<file path="src/design/ebp_pkg.sv">
// Purpose: Shared constants and types for the external bus pin state block.
// Assumes: One 200 MHz system clock, active-high asynchronous reset.
// Notes: Pin names are active low where they end in N.
// How it works
// - Internal memory access: data floats, strobes inactive.
// - Peripheral access: address out, data floats.
// - Reset floats pins; then port input mode.
// - Standby floats buses, clock low, strobes high.
// - Bus idle state holds values, strobes high.
// - Hold floats bus, acknowledge low, clock runs.
// - No wait or hold sampling when idle/standby.
// - Two byte write strobes plus wait input.
// - Address to bit 23, four chip selects.
// - Port 0 seven pins, per-bit direction.
// - Per-bit port or alternate function select.
// - Timer outputs drive; interrupt functions are inputs.
package ebp_pkg;

  // Bus geometry.
  localparam int EBP_DATA_W = 16;
  localparam int EBP_ADDR_W = 24;
  localparam int EBP_CS_N   = 4;
  localparam int EBP_P0_W   = 7;

  // Half period of the bus clock output in system clock cycles.
  localparam logic [3:0] EBP_CLK_HALF = 4'h1;

  // Port 0 pins whose alternate function is a timer output (bits 0 and 1).
  localparam logic [6:0] EBP_P0_ALT_OUT = 7'h03;
  // Port 0 pin positions of the interrupt inputs.
  localparam int EBP_P0_NMI_BIT = 2;
  localparam int EBP_P0_IRQ_LSB = 3;

  // Bus sequencer states.
  typedef enum logic [2:0] {
    ST_IDLE = 3'b000,
    ST_T1   = 3'b001,
    ST_T2   = 3'b010,
    ST_T3   = 3'b011,
    ST_TI   = 3'b100,
    ST_HOLD = 3'b101
  } ebp_state_type;

  // Kind of core access.
  typedef enum logic [1:0] {
    KIND_INT_MEM  = 2'b00,
    KIND_PERIPH   = 2'b01,
    KIND_EXTERNAL = 2'b10
  } ebp_kind_type;

  // Core access request.
  typedef struct packed {
    logic         valid;
    ebp_kind_type kind;
    logic         write;
    logic [1:0]   byteEn;
    logic [1:0]   chipIdx;
    logic [23:0]  addr;
    logic [15:0]  wdata;
  } ebp_req_type;

  // Driven side of the bus pins.
  typedef struct packed {
    logic [15:0] adOut;
    logic        adOe;
    logic [23:0] addrOut;
    logic        addrOe;
    logic [3:0]  chipSelectN;
    logic        chipSelectOe;
    logic        writeStrobeLowByteN;
    logic        writeStrobeHighByteN;
    logic        readStrobeN;
    logic        addressLatchStrobeN;
    logic        strobeOe;
    logic        busHoldAcknowledgeN;
    logic        holdAckOe;
    logic        busClockOutput;
    logic        clockOe;
  } ebp_pins_type;

  // Every pin floats and reads as its inactive level during reset.
  localparam ebp_pins_type EBP_PINS_RESET = '{
    adOut: 16'h0000, adOe: 1'b0, addrOut: 24'h000000, addrOe: 1'b0,
    chipSelectN: 4'hf, chipSelectOe: 1'b0, writeStrobeLowByteN: 1'b1,
    writeStrobeHighByteN: 1'b1, readStrobeN: 1'b1, addressLatchStrobeN: 1'b1,
    strobeOe: 1'b0, busHoldAcknowledgeN: 1'b1, holdAckOe: 1'b0,
    busClockOutput: 1'b0, clockOe: 1'b0};

endpackage

</file>
<file path="src/design/ebp_bus_pins.sv">
// Purpose: External bus sequencer and pin state control, plus port 0.
// Assumes: Core holds a request until reqDone; standby is entered between cycles.
// Notes: Every output comes from a flip-flop; halt mode needs no special handling.
`timescale 1ns/1ps
module ebp_bus_pins
  import ebp_pkg::*;
(
  // Clock and reset.
  input  wire logic                sys_clk,
  input  wire logic                rst,
  // Core side.
  input  wire ebp_pkg::ebp_req_type coreReq,
  output logic                     reqDone,
  output logic               [15:0] readData,
  output logic                     busHoldActive,
  // Mode controls.
  input  wire logic                busFunctionEnable,
  input  wire logic                separateMode,
  input  wire logic                standbyMode,
  // Bus pin inputs.
  input  wire logic          [15:0] adIn,
  input  wire logic                externalWaitN,
  input  wire logic                busHoldRequestN,
  // Bus pin outputs.
  output ebp_pkg::ebp_pins_type    busPins,
  // Port 0 configuration and pins.
  input  wire logic           [6:0] port0FunctionSelect,
  input  wire logic           [6:0] port0Direction,
  input  wire logic           [6:0] portOutData,
  input  wire logic           [1:0] timerHOut,
  input  wire logic           [6:0] port0PinIn,
  output logic               [6:0] port0PinOut,
  output logic               [6:0] port0PinOe,
  output logic               [6:0] portReadData,
  output logic                     nmiRequest,
  output logic               [3:0] externalIrqIn
);
  import ebp_pkg::*;

  // Whole state of the sequencer.
  typedef struct packed {
    ebp_state_type st;
    ebp_pins_type  pins;
    ebp_req_type   req;
    logic          done;
    logic [15:0]   rdata;
    logic          hold;   // Bus hold granted, kept as its own flop.
  } ebp_seq_type;

  ebp_seq_type state_ff;
  ebp_seq_type nxt_state;
  logic        clkLevel;
  logic        busTick;

  // Bus clock divider.
  ebp_clk_div #(
    .HALF(EBP_CLK_HALF)
  ) u_div (
    .sys_clk (sys_clk),
    .rst     (rst),
    .clkLevel(clkLevel),
    .tick    (busTick)
  );

  // Port 0 direction and function control.
  ebp_port0 u_port0 (
    .sys_clk            (sys_clk),
    .rst                (rst),
    .port0FunctionSelect(port0FunctionSelect),
    .port0Direction     (port0Direction),
    .portOutData        (portOutData),
    .timerHOut          (timerHOut),
    .port0PinIn         (port0PinIn),
    .port0PinOut        (port0PinOut),
    .port0PinOe         (port0PinOe),
    .portReadData       (portReadData),
    .nmiRequest         (nmiRequest),
    .externalIrqIn      (externalIrqIn)
  );

  // Sequencer: states advance only on the bus tick, so pins other than the clock
  // output change once per bus clock period. Wait and hold are looked at only in the states that
  // may sample them.
  always_comb begin
    nxt_state = state_ff;
    nxt_state.done = 1'b0;
    // The clock output runs while the bus is enabled and not in standby; in standby and port mode it is low.
    nxt_state.pins.busClockOutput = standbyMode ? 1'b0 : clkLevel;
    nxt_state.pins.clockOe = busFunctionEnable;
    if (!busFunctionEnable) begin
      // Port mode: every bus pin stays an input until the core enables the bus.
      nxt_state.pins = EBP_PINS_RESET;
      nxt_state.st = ST_IDLE;
    end else if (busTick) begin
      case (state_ff.st)
        ST_IDLE: begin
          if (standbyMode) begin
            // Standby: buses float, controls driven inactive high; wait and
            // hold request are not sampled here.
            nxt_state.pins.adOe = 1'b0;
            nxt_state.pins.addrOe = 1'b0;
            nxt_state.pins.chipSelectN = 4'hf;
            nxt_state.pins.chipSelectOe = 1'b1;
            nxt_state.pins.writeStrobeLowByteN = 1'b1;
            nxt_state.pins.writeStrobeHighByteN = 1'b1;
            nxt_state.pins.readStrobeN = 1'b1;
            nxt_state.pins.addressLatchStrobeN = 1'b1;
            nxt_state.pins.strobeOe = 1'b1;
            nxt_state.pins.busHoldAcknowledgeN = 1'b1;
            nxt_state.pins.holdAckOe = 1'b1;
          end else if (!busHoldRequestN) begin
            // Grant the bus: float everything the master will drive.
            nxt_state.st = ST_HOLD;
            nxt_state.pins.adOe = 1'b0;
            nxt_state.pins.addrOe = 1'b0;
            nxt_state.pins.chipSelectOe = 1'b0;
            nxt_state.pins.strobeOe = 1'b0;
            nxt_state.pins.busHoldAcknowledgeN = 1'b0;
            nxt_state.pins.holdAckOe = 1'b1;
          end else begin
            // Controls are driven whenever the bus is ours; chip selects keep the last access value.
            nxt_state.pins.strobeOe = 1'b1;
            nxt_state.pins.chipSelectOe = 1'b1;
            nxt_state.pins.holdAckOe = 1'b1;
            nxt_state.pins.busHoldAcknowledgeN = 1'b1;
            if (coreReq.valid) begin
              nxt_state.req = coreReq;
              case (coreReq.kind)
                KIND_INT_MEM: begin
                  // Address left as it was, data floats, strobes inactive.
                  nxt_state.pins.adOe = 1'b0;
                  nxt_state.done = 1'b1;
                end
                KIND_PERIPH: begin
                  // Peripheral address is shown but no strobe moves.
                  nxt_state.pins.addrOut = coreReq.addr;
                  nxt_state.pins.addrOe = 1'b1;
                  nxt_state.pins.adOe = 1'b0;
                  nxt_state.done = 1'b1;
                end
                KIND_EXTERNAL: begin
                  // T1: address out, chip select active; address strobe active only in multiplexed mode.
                  nxt_state.st = ST_T1;
                  nxt_state.pins.addrOut = coreReq.addr;
                  nxt_state.pins.addrOe = 1'b1;
                  nxt_state.pins.chipSelectN = ~(4'h1 << coreReq.chipIdx);
                  nxt_state.pins.addressLatchStrobeN = separateMode;
                  nxt_state.pins.adOut = coreReq.addr[15:0];
                  nxt_state.pins.adOe = ~separateMode;
                end
                default: begin
                  // Unknown kinds complete at once without touching the bus.
                  nxt_state.done = 1'b1;
                end
              endcase
            end
          end
        end
        ST_T1: begin
          // T2: strobes asserted; write data on the data lines.
          nxt_state.st = ST_T2;
          nxt_state.pins.addressLatchStrobeN = 1'b1;
          if (state_ff.req.write) begin
            nxt_state.pins.writeStrobeLowByteN = ~state_ff.req.byteEn[0];
            nxt_state.pins.writeStrobeHighByteN = ~state_ff.req.byteEn[1];
            nxt_state.pins.adOut = state_ff.req.wdata;
            nxt_state.pins.adOe = 1'b1;
          end else begin
            nxt_state.pins.readStrobeN = 1'b0;
            nxt_state.pins.adOe = 1'b0;
          end
        end
        ST_T2: begin
          // Wait is sampled only here; low stretches the access by a period.
          if (!externalWaitN) begin
            nxt_state.st = ST_T2;
          end else if (!separateMode) begin
            nxt_state.st = ST_T3;
          end else begin
            // Separate mode ends after T2; idle state follows.
            nxt_state.st = ST_TI;
            nxt_state.rdata = adIn;
            nxt_state.done = 1'b1;
            nxt_state.pins.writeStrobeLowByteN = 1'b1;
            nxt_state.pins.writeStrobeHighByteN = 1'b1;
            nxt_state.pins.readStrobeN = 1'b1;
          end
        end
        ST_T3: begin
          // Multiplexed mode ends after T3; idle state follows.
          nxt_state.st = ST_TI;
          nxt_state.rdata = adIn;
          nxt_state.done = 1'b1;
          nxt_state.pins.writeStrobeLowByteN = 1'b1;
          nxt_state.pins.writeStrobeHighByteN = 1'b1;
          nxt_state.pins.readStrobeN = 1'b1;
        end
        ST_TI: begin
          // Address, data and chip selects keep the last cycle values;
          // neither wait nor hold request is looked at here.
          nxt_state.st = ST_IDLE;
        end
        ST_HOLD: begin
          // Hold request keeps being sampled; wait is ignored.
          if (busHoldRequestN) begin
            nxt_state.st = ST_IDLE;
            nxt_state.pins.busHoldAcknowledgeN = 1'b1;
            nxt_state.pins.chipSelectN = 4'hf;
            nxt_state.pins.chipSelectOe = 1'b1;
            nxt_state.pins.writeStrobeLowByteN = 1'b1;
            nxt_state.pins.writeStrobeHighByteN = 1'b1;
            nxt_state.pins.readStrobeN = 1'b1;
            nxt_state.pins.addressLatchStrobeN = 1'b1;
            nxt_state.pins.strobeOe = 1'b1;
          end
        end
        default: begin
          nxt_state.st = ST_IDLE;
        end
      endcase
    end
    nxt_state.hold = (nxt_state.st == ST_HOLD);
  end

  // State register; reset floats every pin and selects port input mode.
  always_ff @(posedge sys_clk or posedge rst) begin
    if (rst) begin
      state_ff.st <= ST_IDLE;
      state_ff.pins <= EBP_PINS_RESET;
      state_ff.req <= '0;
      state_ff.done <= 1'b0;
      state_ff.rdata <= 16'h0000;
      state_ff.hold <= 1'b0;
    end else begin
      state_ff <= nxt_state;
    end
  end

  assign busPins = state_ff.pins;
  assign reqDone = state_ff.done;
  assign readData = state_ff.rdata;
  assign busHoldActive = state_ff.hold;
endmodule

</file>
<file path="src/design/ebp_clk_div.sv">
// Purpose: Divides the system clock into the bus clock level and a bus tick.
// Assumes: halfPeriod of at least one, so a tick is at least two cycles apart.
// Notes: tick pulses for one cycle as the bus clock level falls.
`timescale 1ns/1ps
module ebp_clk_div
  import ebp_pkg::*;
#(
  parameter logic [3:0] HALF = ebp_pkg::EBP_CLK_HALF
) (
  // Clock and reset.
  input  wire logic sys_clk,
  input  wire logic rst,
  // Divided outputs.
  output logic      clkLevel,
  output logic      tick
);
  import ebp_pkg::*;

  // Whole state of the divider.
  typedef struct packed {
    logic [3:0] count;
    logic       level;
    logic       tick;
  } ebp_div_type;

  ebp_div_type state_ff;
  ebp_div_type nxt_state;

  // Count half periods; a falling level starts the next bus clock period.
  always_comb begin
    nxt_state = state_ff;
    nxt_state.tick = 1'b0;
    if (state_ff.count >= HALF - 4'h1) begin
      nxt_state.count = 4'h0;
      nxt_state.level = ~state_ff.level;
      nxt_state.tick = state_ff.level;
    end else begin
      nxt_state.count = state_ff.count + 4'h1;
    end
  end

  // State register.
  always_ff @(posedge sys_clk or posedge rst) begin
    if (rst) begin
      state_ff <= '0;
    end else begin
      state_ff <= nxt_state;
    end
  end

  assign clkLevel = state_ff.level;
  assign tick = state_ff.tick;
endmodule

</file>
<file path="src/design/ebp_port0.sv">
// Purpose: Port 0 pin control with per-bit direction and function select.
// Assumes: Alternate outputs come from the timer H block.
// Notes: Pins 0..1 carry timer outputs, 2 the NMI, 3..6 the IRQs.
`timescale 1ns/1ps
module ebp_port0
  import ebp_pkg::*;
(
  // Clock and reset.
  input  wire logic       sys_clk,
  input  wire logic       rst,
  // Configuration: 1 selects alternate function; 1 in direction means input.
  input  wire logic [6:0] port0FunctionSelect,
  input  wire logic [6:0] port0Direction,
  input  wire logic [6:0] portOutData,
  input  wire logic [1:0] timerHOut,
  // Pins.
  input  wire logic [6:0] port0PinIn,
  output logic      [6:0] port0PinOut,
  output logic      [6:0] port0PinOe,
  // Readback and interrupt requests.
  output logic      [6:0] portReadData,
  output logic            nmiRequest,
  output logic      [3:0] externalIrqIn
);
  import ebp_pkg::*;

  // Whole state of the port.
  typedef struct packed {
    logic [6:0] pinOut;
    logic [6:0] pinOe;
    logic [6:0] readData;
    logic       nmi;
    logic [3:0] irq;
  } ebp_p0_type;

  ebp_p0_type state_ff;
  ebp_p0_type nxt_state;
  logic [6:0] bitOut;
  logic [6:0] bitOe;

  // Per-pin mux between port mode and alternate function.
  for (genvar i = 0; i < EBP_P0_W; i++) begin : g_pin
    if (EBP_P0_ALT_OUT[i]) begin : g_alt_out
      // Timer output pins drive in alternate mode.
      assign bitOut[i] = port0FunctionSelect[i] ? timerHOut[i] : portOutData[i];
      assign bitOe[i]  = port0FunctionSelect[i] | ~port0Direction[i];
    end else begin : g_alt_in
      // Interrupt pins are inputs in alternate mode.
      assign bitOut[i] = portOutData[i];
      assign bitOe[i]  = ~port0FunctionSelect[i] & ~port0Direction[i];
    end
  end

  // Register pin drive, readback and the gated interrupt inputs.
  always_comb begin
    nxt_state = state_ff;
    nxt_state.pinOut = bitOut;
    nxt_state.pinOe = bitOe;
    nxt_state.readData = port0PinIn;
    nxt_state.nmi = port0FunctionSelect[EBP_P0_NMI_BIT] & port0PinIn[EBP_P0_NMI_BIT];
    nxt_state.irq = port0FunctionSelect[EBP_P0_IRQ_LSB +: 4] & port0PinIn[EBP_P0_IRQ_LSB +: 4];
  end

  // State register; all pins come up as inputs.
  always_ff @(posedge sys_clk or posedge rst) begin
    if (rst) begin
      state_ff <= '0;
    end else begin
      state_ff <= nxt_state;
    end
  end

  assign port0PinOut = state_ff.pinOut;
  assign port0PinOe = state_ff.pinOe;
  assign portReadData = state_ff.readData;
  assign nmiRequest = state_ff.nmi;
  assign externalIrqIn = state_ff.irq;
endmodule

</file>
<file path="config.mk">
export PLATFORM = sky130hd
export DESIGN_NAME = ebp_bus_pins
export DESIGN_NICKNAME = d
export VERILOG_FILES = /design/src/design/ebp_pkg.sv /design/src/design/ebp_bus_pins.sv /design/src/design/ebp_clk_div.sv /design/src/design/ebp_port0.sv
export SDC_FILE = /design/constraint.sdc
export NUM_CORES = 1
export LEC_CHECK = 0
export ABC_AREA = 1
export BUFFER_PORTS_ARGS = -buffer_cell sky130_fd_sc_hd__buf_2
export CORE_MARGIN = 2
export CORE_UTILIZATION = 41
export CTS_CLUSTER_DIAMETER = 200
export DETAILED_ROUTE_END_ITERATION = 6
export GPL_ROUTABILITY_DRIVEN = 0
export GPL_TIMING_DRIVEN = 0
export PLACE_DENSITY = 0.67
export SYNTH_ARGS = -nofsm -noshare
export SYNTH_HDL_FRONTEND = slang
export SYNTH_SLANG_ARGS = --single-unit
</file>
<file path="constraint.sdc">
create_clock -name sys_clk -period 6.85 [get_ports sys_clk]
set_input_delay 2.055 -clock sys_clk [delete_from_list [all_inputs] [get_ports sys_clk]]
set_output_delay 2.055 -clock sys_clk [all_outputs]
set_load 0.02 [all_outputs]
</file>
==> summary.md <==
| Metric | Value |
|---|---|
| Post-synth cell types | `29` |
| CTS clock-pin slew for the worst setup and hold paths | `0.05 ns` |
| CP Launch Type | `flip-flop` |
| Worst-skew pair later-pin latency | `0.42 ns` |
| Skew final | `0.00947 ns` |
| Maximum vdd ir drop | `0.162 mV` |
| Wire length per cell | `13.2 µm` |
| CTS HTree Levels | `4` |
| Buffers on Ports | `200` |
| Critical path required time | `4.80 ns` |
| Top_reg_cell synth | `dfrtp_1` |
| RSZ-0062 raised after global routing | `false` |
| Worst Setup End Kind | `primary output` |
| Hold Crit Class | `flip-flop to flip-flop` |
| Core Util, Final | `0.553` |
| Synth area leader | `dfrtp_1` |
| Slew Viols, Final | `0` |
| Worst EP arrival | `1.18 ns` |
| Top-count cell post-synth | `nand2_1` |
| MaxCap Viol Count | `0` |
| Slew HR | `0.651` |
| Setup TNS | `0 ns` |
| Crit Path Max Fanout | `2` |
| Chip width | `123 µm` |
| Hold buffer count at CTS | `0` |
| CP cell instances | `buf_4 -> buf_2` |
| Synthesized cell area | `5850 µm²` |
| Largest net degree at the start of global routing | `87` |
| Vias in the first global route | `4,830` |
| PD cells | `252 nW/µm²` |
| Die ar. | `15,200 µm²` |
| Final Hold Fails | `0` |
| Final HPWL DP | `11,000 µm` |
| Placed cells | `1,075` |
| Largest cells by area after synthesis | `dfrtp_1 49%, nand2_1 13%, buf_4 9.4%` |
| Core Area | `13,900 µm²` |
| Sequential share of the synthesized area | `0.532` |
| Overflow after GRT | `0` |
| Synth Warn # | `0` |
| TritonCTS Buffers | `17` |
| Die height | `123 µm` |
| Non-filler instance count after layout | `1,107` |
| DR iter-0 viols | `206` |
| Post-CTS Setup Bufs | `0` |
| Synth top area share | `0.492` |
| ANT nets after route | `0` |
| Outcome | `finished, final reports clean` |
| Resized cells post-CTS | `0` |
| Root buffer cell | `clkbuf_16` |
| Std-Cell Rows | `43` |
| Final worst slack | `3.61 ns` |
| Io pins | `201` |
| CTS tree | `built` |
| Slowest CP cell | `dfstp_2` |
| Slew at the pin with the worst max-slew slack | `0.522 ns` |
| Crit path largest cell delay | `0.53 ns` |
| Initial Util | `0.420` |
| FMAX | `309 MHz` |
| FFs w/ async S/R, synth | `1.00` |
| Critical path type | `flip-flop to primary output` |
| Global-route wire length before repair | `23,400 µm` |
| Post-synthesis register bit count | `124` |
| Flop2flop setup slack | `5.09 ns` |
| P&R area growth vs syn | `31.7%` |
| All-Layer GR Usage | `0.201` |
| Nets | `1,018` |
| Via count | `5,059` |
| Remaining DRCs | `0` |
| Detailed Routing Iterations Pass 1 | `4` |
| Synth top cells by count | `206 x nand2_1, 115 x dfrtp_1, 89 x o21ai_0` |
| Max clock buf depth | `2` |
| Share of cells above drive strength 1 | `0.365` |
| Initial antenna violation count | `1` |
| Vias per cell | `4.57` |
| Area of placed instances | `7110 µm²` |
| Fin area | `7700 µm²` |
| Clock sinks | `124` |
| Static leakage | `4.33 nW` |
| Syn_nets | `798` |
| Final setup fails | `0` |
| Mean post-synth cell area | `8.43 µm²` |
| Post-Syn Instances | `694` |
| Post-synth EDFFs | `0` |
| Fin crit period | `3.24 ns` |
| Final period utilization | `0.473` |
| Routed WL | `14,600 µm` |
| Pre-CTS setup slack | `3.29 ns` |
==> per-layer routing <==
metal	share of wire	GRT usage	vias up	routed length, µm
met5	0	0	-	0
met4	0.023	0.0888	0	333
met3	0.079	0.0664	24	1160
met2	0.44	0.302	165	6400
met1	0.46	0.265	2285	6720
li1	-	-	2585	-
==> cell families (layout without fill, tap and decap cells) <==
| family | Yosys count | in the layout | share of synthesized area |
|---|---|---|---|
| simple gates | 288 | 288 | 0.198 |
| buf+inv | 154 | 386 | 0.149 |
| compound gates | 125 | 125 | 0.114 |
| flops | 124 | 124 | 0.532 |
| fa+ha+maj | 3 | 3 | 0.00642 |
| other cells | 0 | 1 | 0 |
==> sequential cells by signal, summed over array words and instances (netlist names) <==
signal                 flops
readData                  16
u_port0.nmiRequest         1
u_div.tick                 1
state_ff                  22
u_port0.portReadData       7
reqDone                    1
u_div.clkLevel             1
u_port0.port0PinOe         7
busPins                   56
u_port0.externalIrqIn      4
busHoldActive              1
u_port0.port0PinOut        7
==> layout make-up <==
cell class / count / area (µm²)
buffer: 96 / 656
inverter: 58 / 223
clock inverter: 11 / 145
fill: 1332 / 6230
clock buffer: 20 / 447
multi-input combinational: 416 / 1860
antenna: 1 / 2.50
sequential: 124 / 3110
tap: 180 / 225
timing repair buffer: 201 / 1030
==> through the flow <==
step	hold slack, ns	power (mW)
after global routing	0.381	2.04
final	0.370	1.94
after global placement	0.359	1.05
after floorplan	0.354	0.967
after CTS	0.370	1.96
after detailed placement	0.359	1.06
==> final timing paths <==
| kind | start | depth (start not counted) | to |
|---|---|---|---|
| max | busPins[8] | 2 | busPins[8] |
| min | u_div.clkLevel | 0 | u_div.tick |
| max reg2reg | state_ff[124] | 7 | busPins[17] |
| min reg2reg | u_div.clkLevel | 0 | u_div.tick |
| max in group asynchronous | rst | 3 | busPins[30] |
| min in group asynchronous | rst | 2 | readData[8] |
==> cells in the final DEF (no fill, tap or decap), types with 3 or more instances in the layout <==
master	count
a21oi_1	10
dfstp_2	9
ha_1	3
clkinvlp_4	3
clkbuf_16	17
inv_2	4
nand3_1	29
o21ai_0	89
nand2_2	3
inv_1	53
nor2_1	40
clkbuf_1	12
nand2_1	206
dfrtp_1	115
o21ai_1	12
clkinv_2	3
o211ai_1	9
nand4_1	3
buf_2	211
bufinv_16	3
buf_4	73
==> critical path, delay by kind of cell, from the launching register on <==
kind / cells / cell delay (ns)
buf+inv: 2 / 0.24
flops: 1 / 0.53
==> report_power, final <==
group / internal, mW / switching [mW] / total (mW)
registers: 0.785 / 0.0225 / 0.808
logic: 0.0935 / 0.142 / 0.235
clock network: 0.578 / 0.320 / 0.897
total: 1.46 / 0.484 / 1.94
Note: power is estimated with default switching activity, not from simulation.
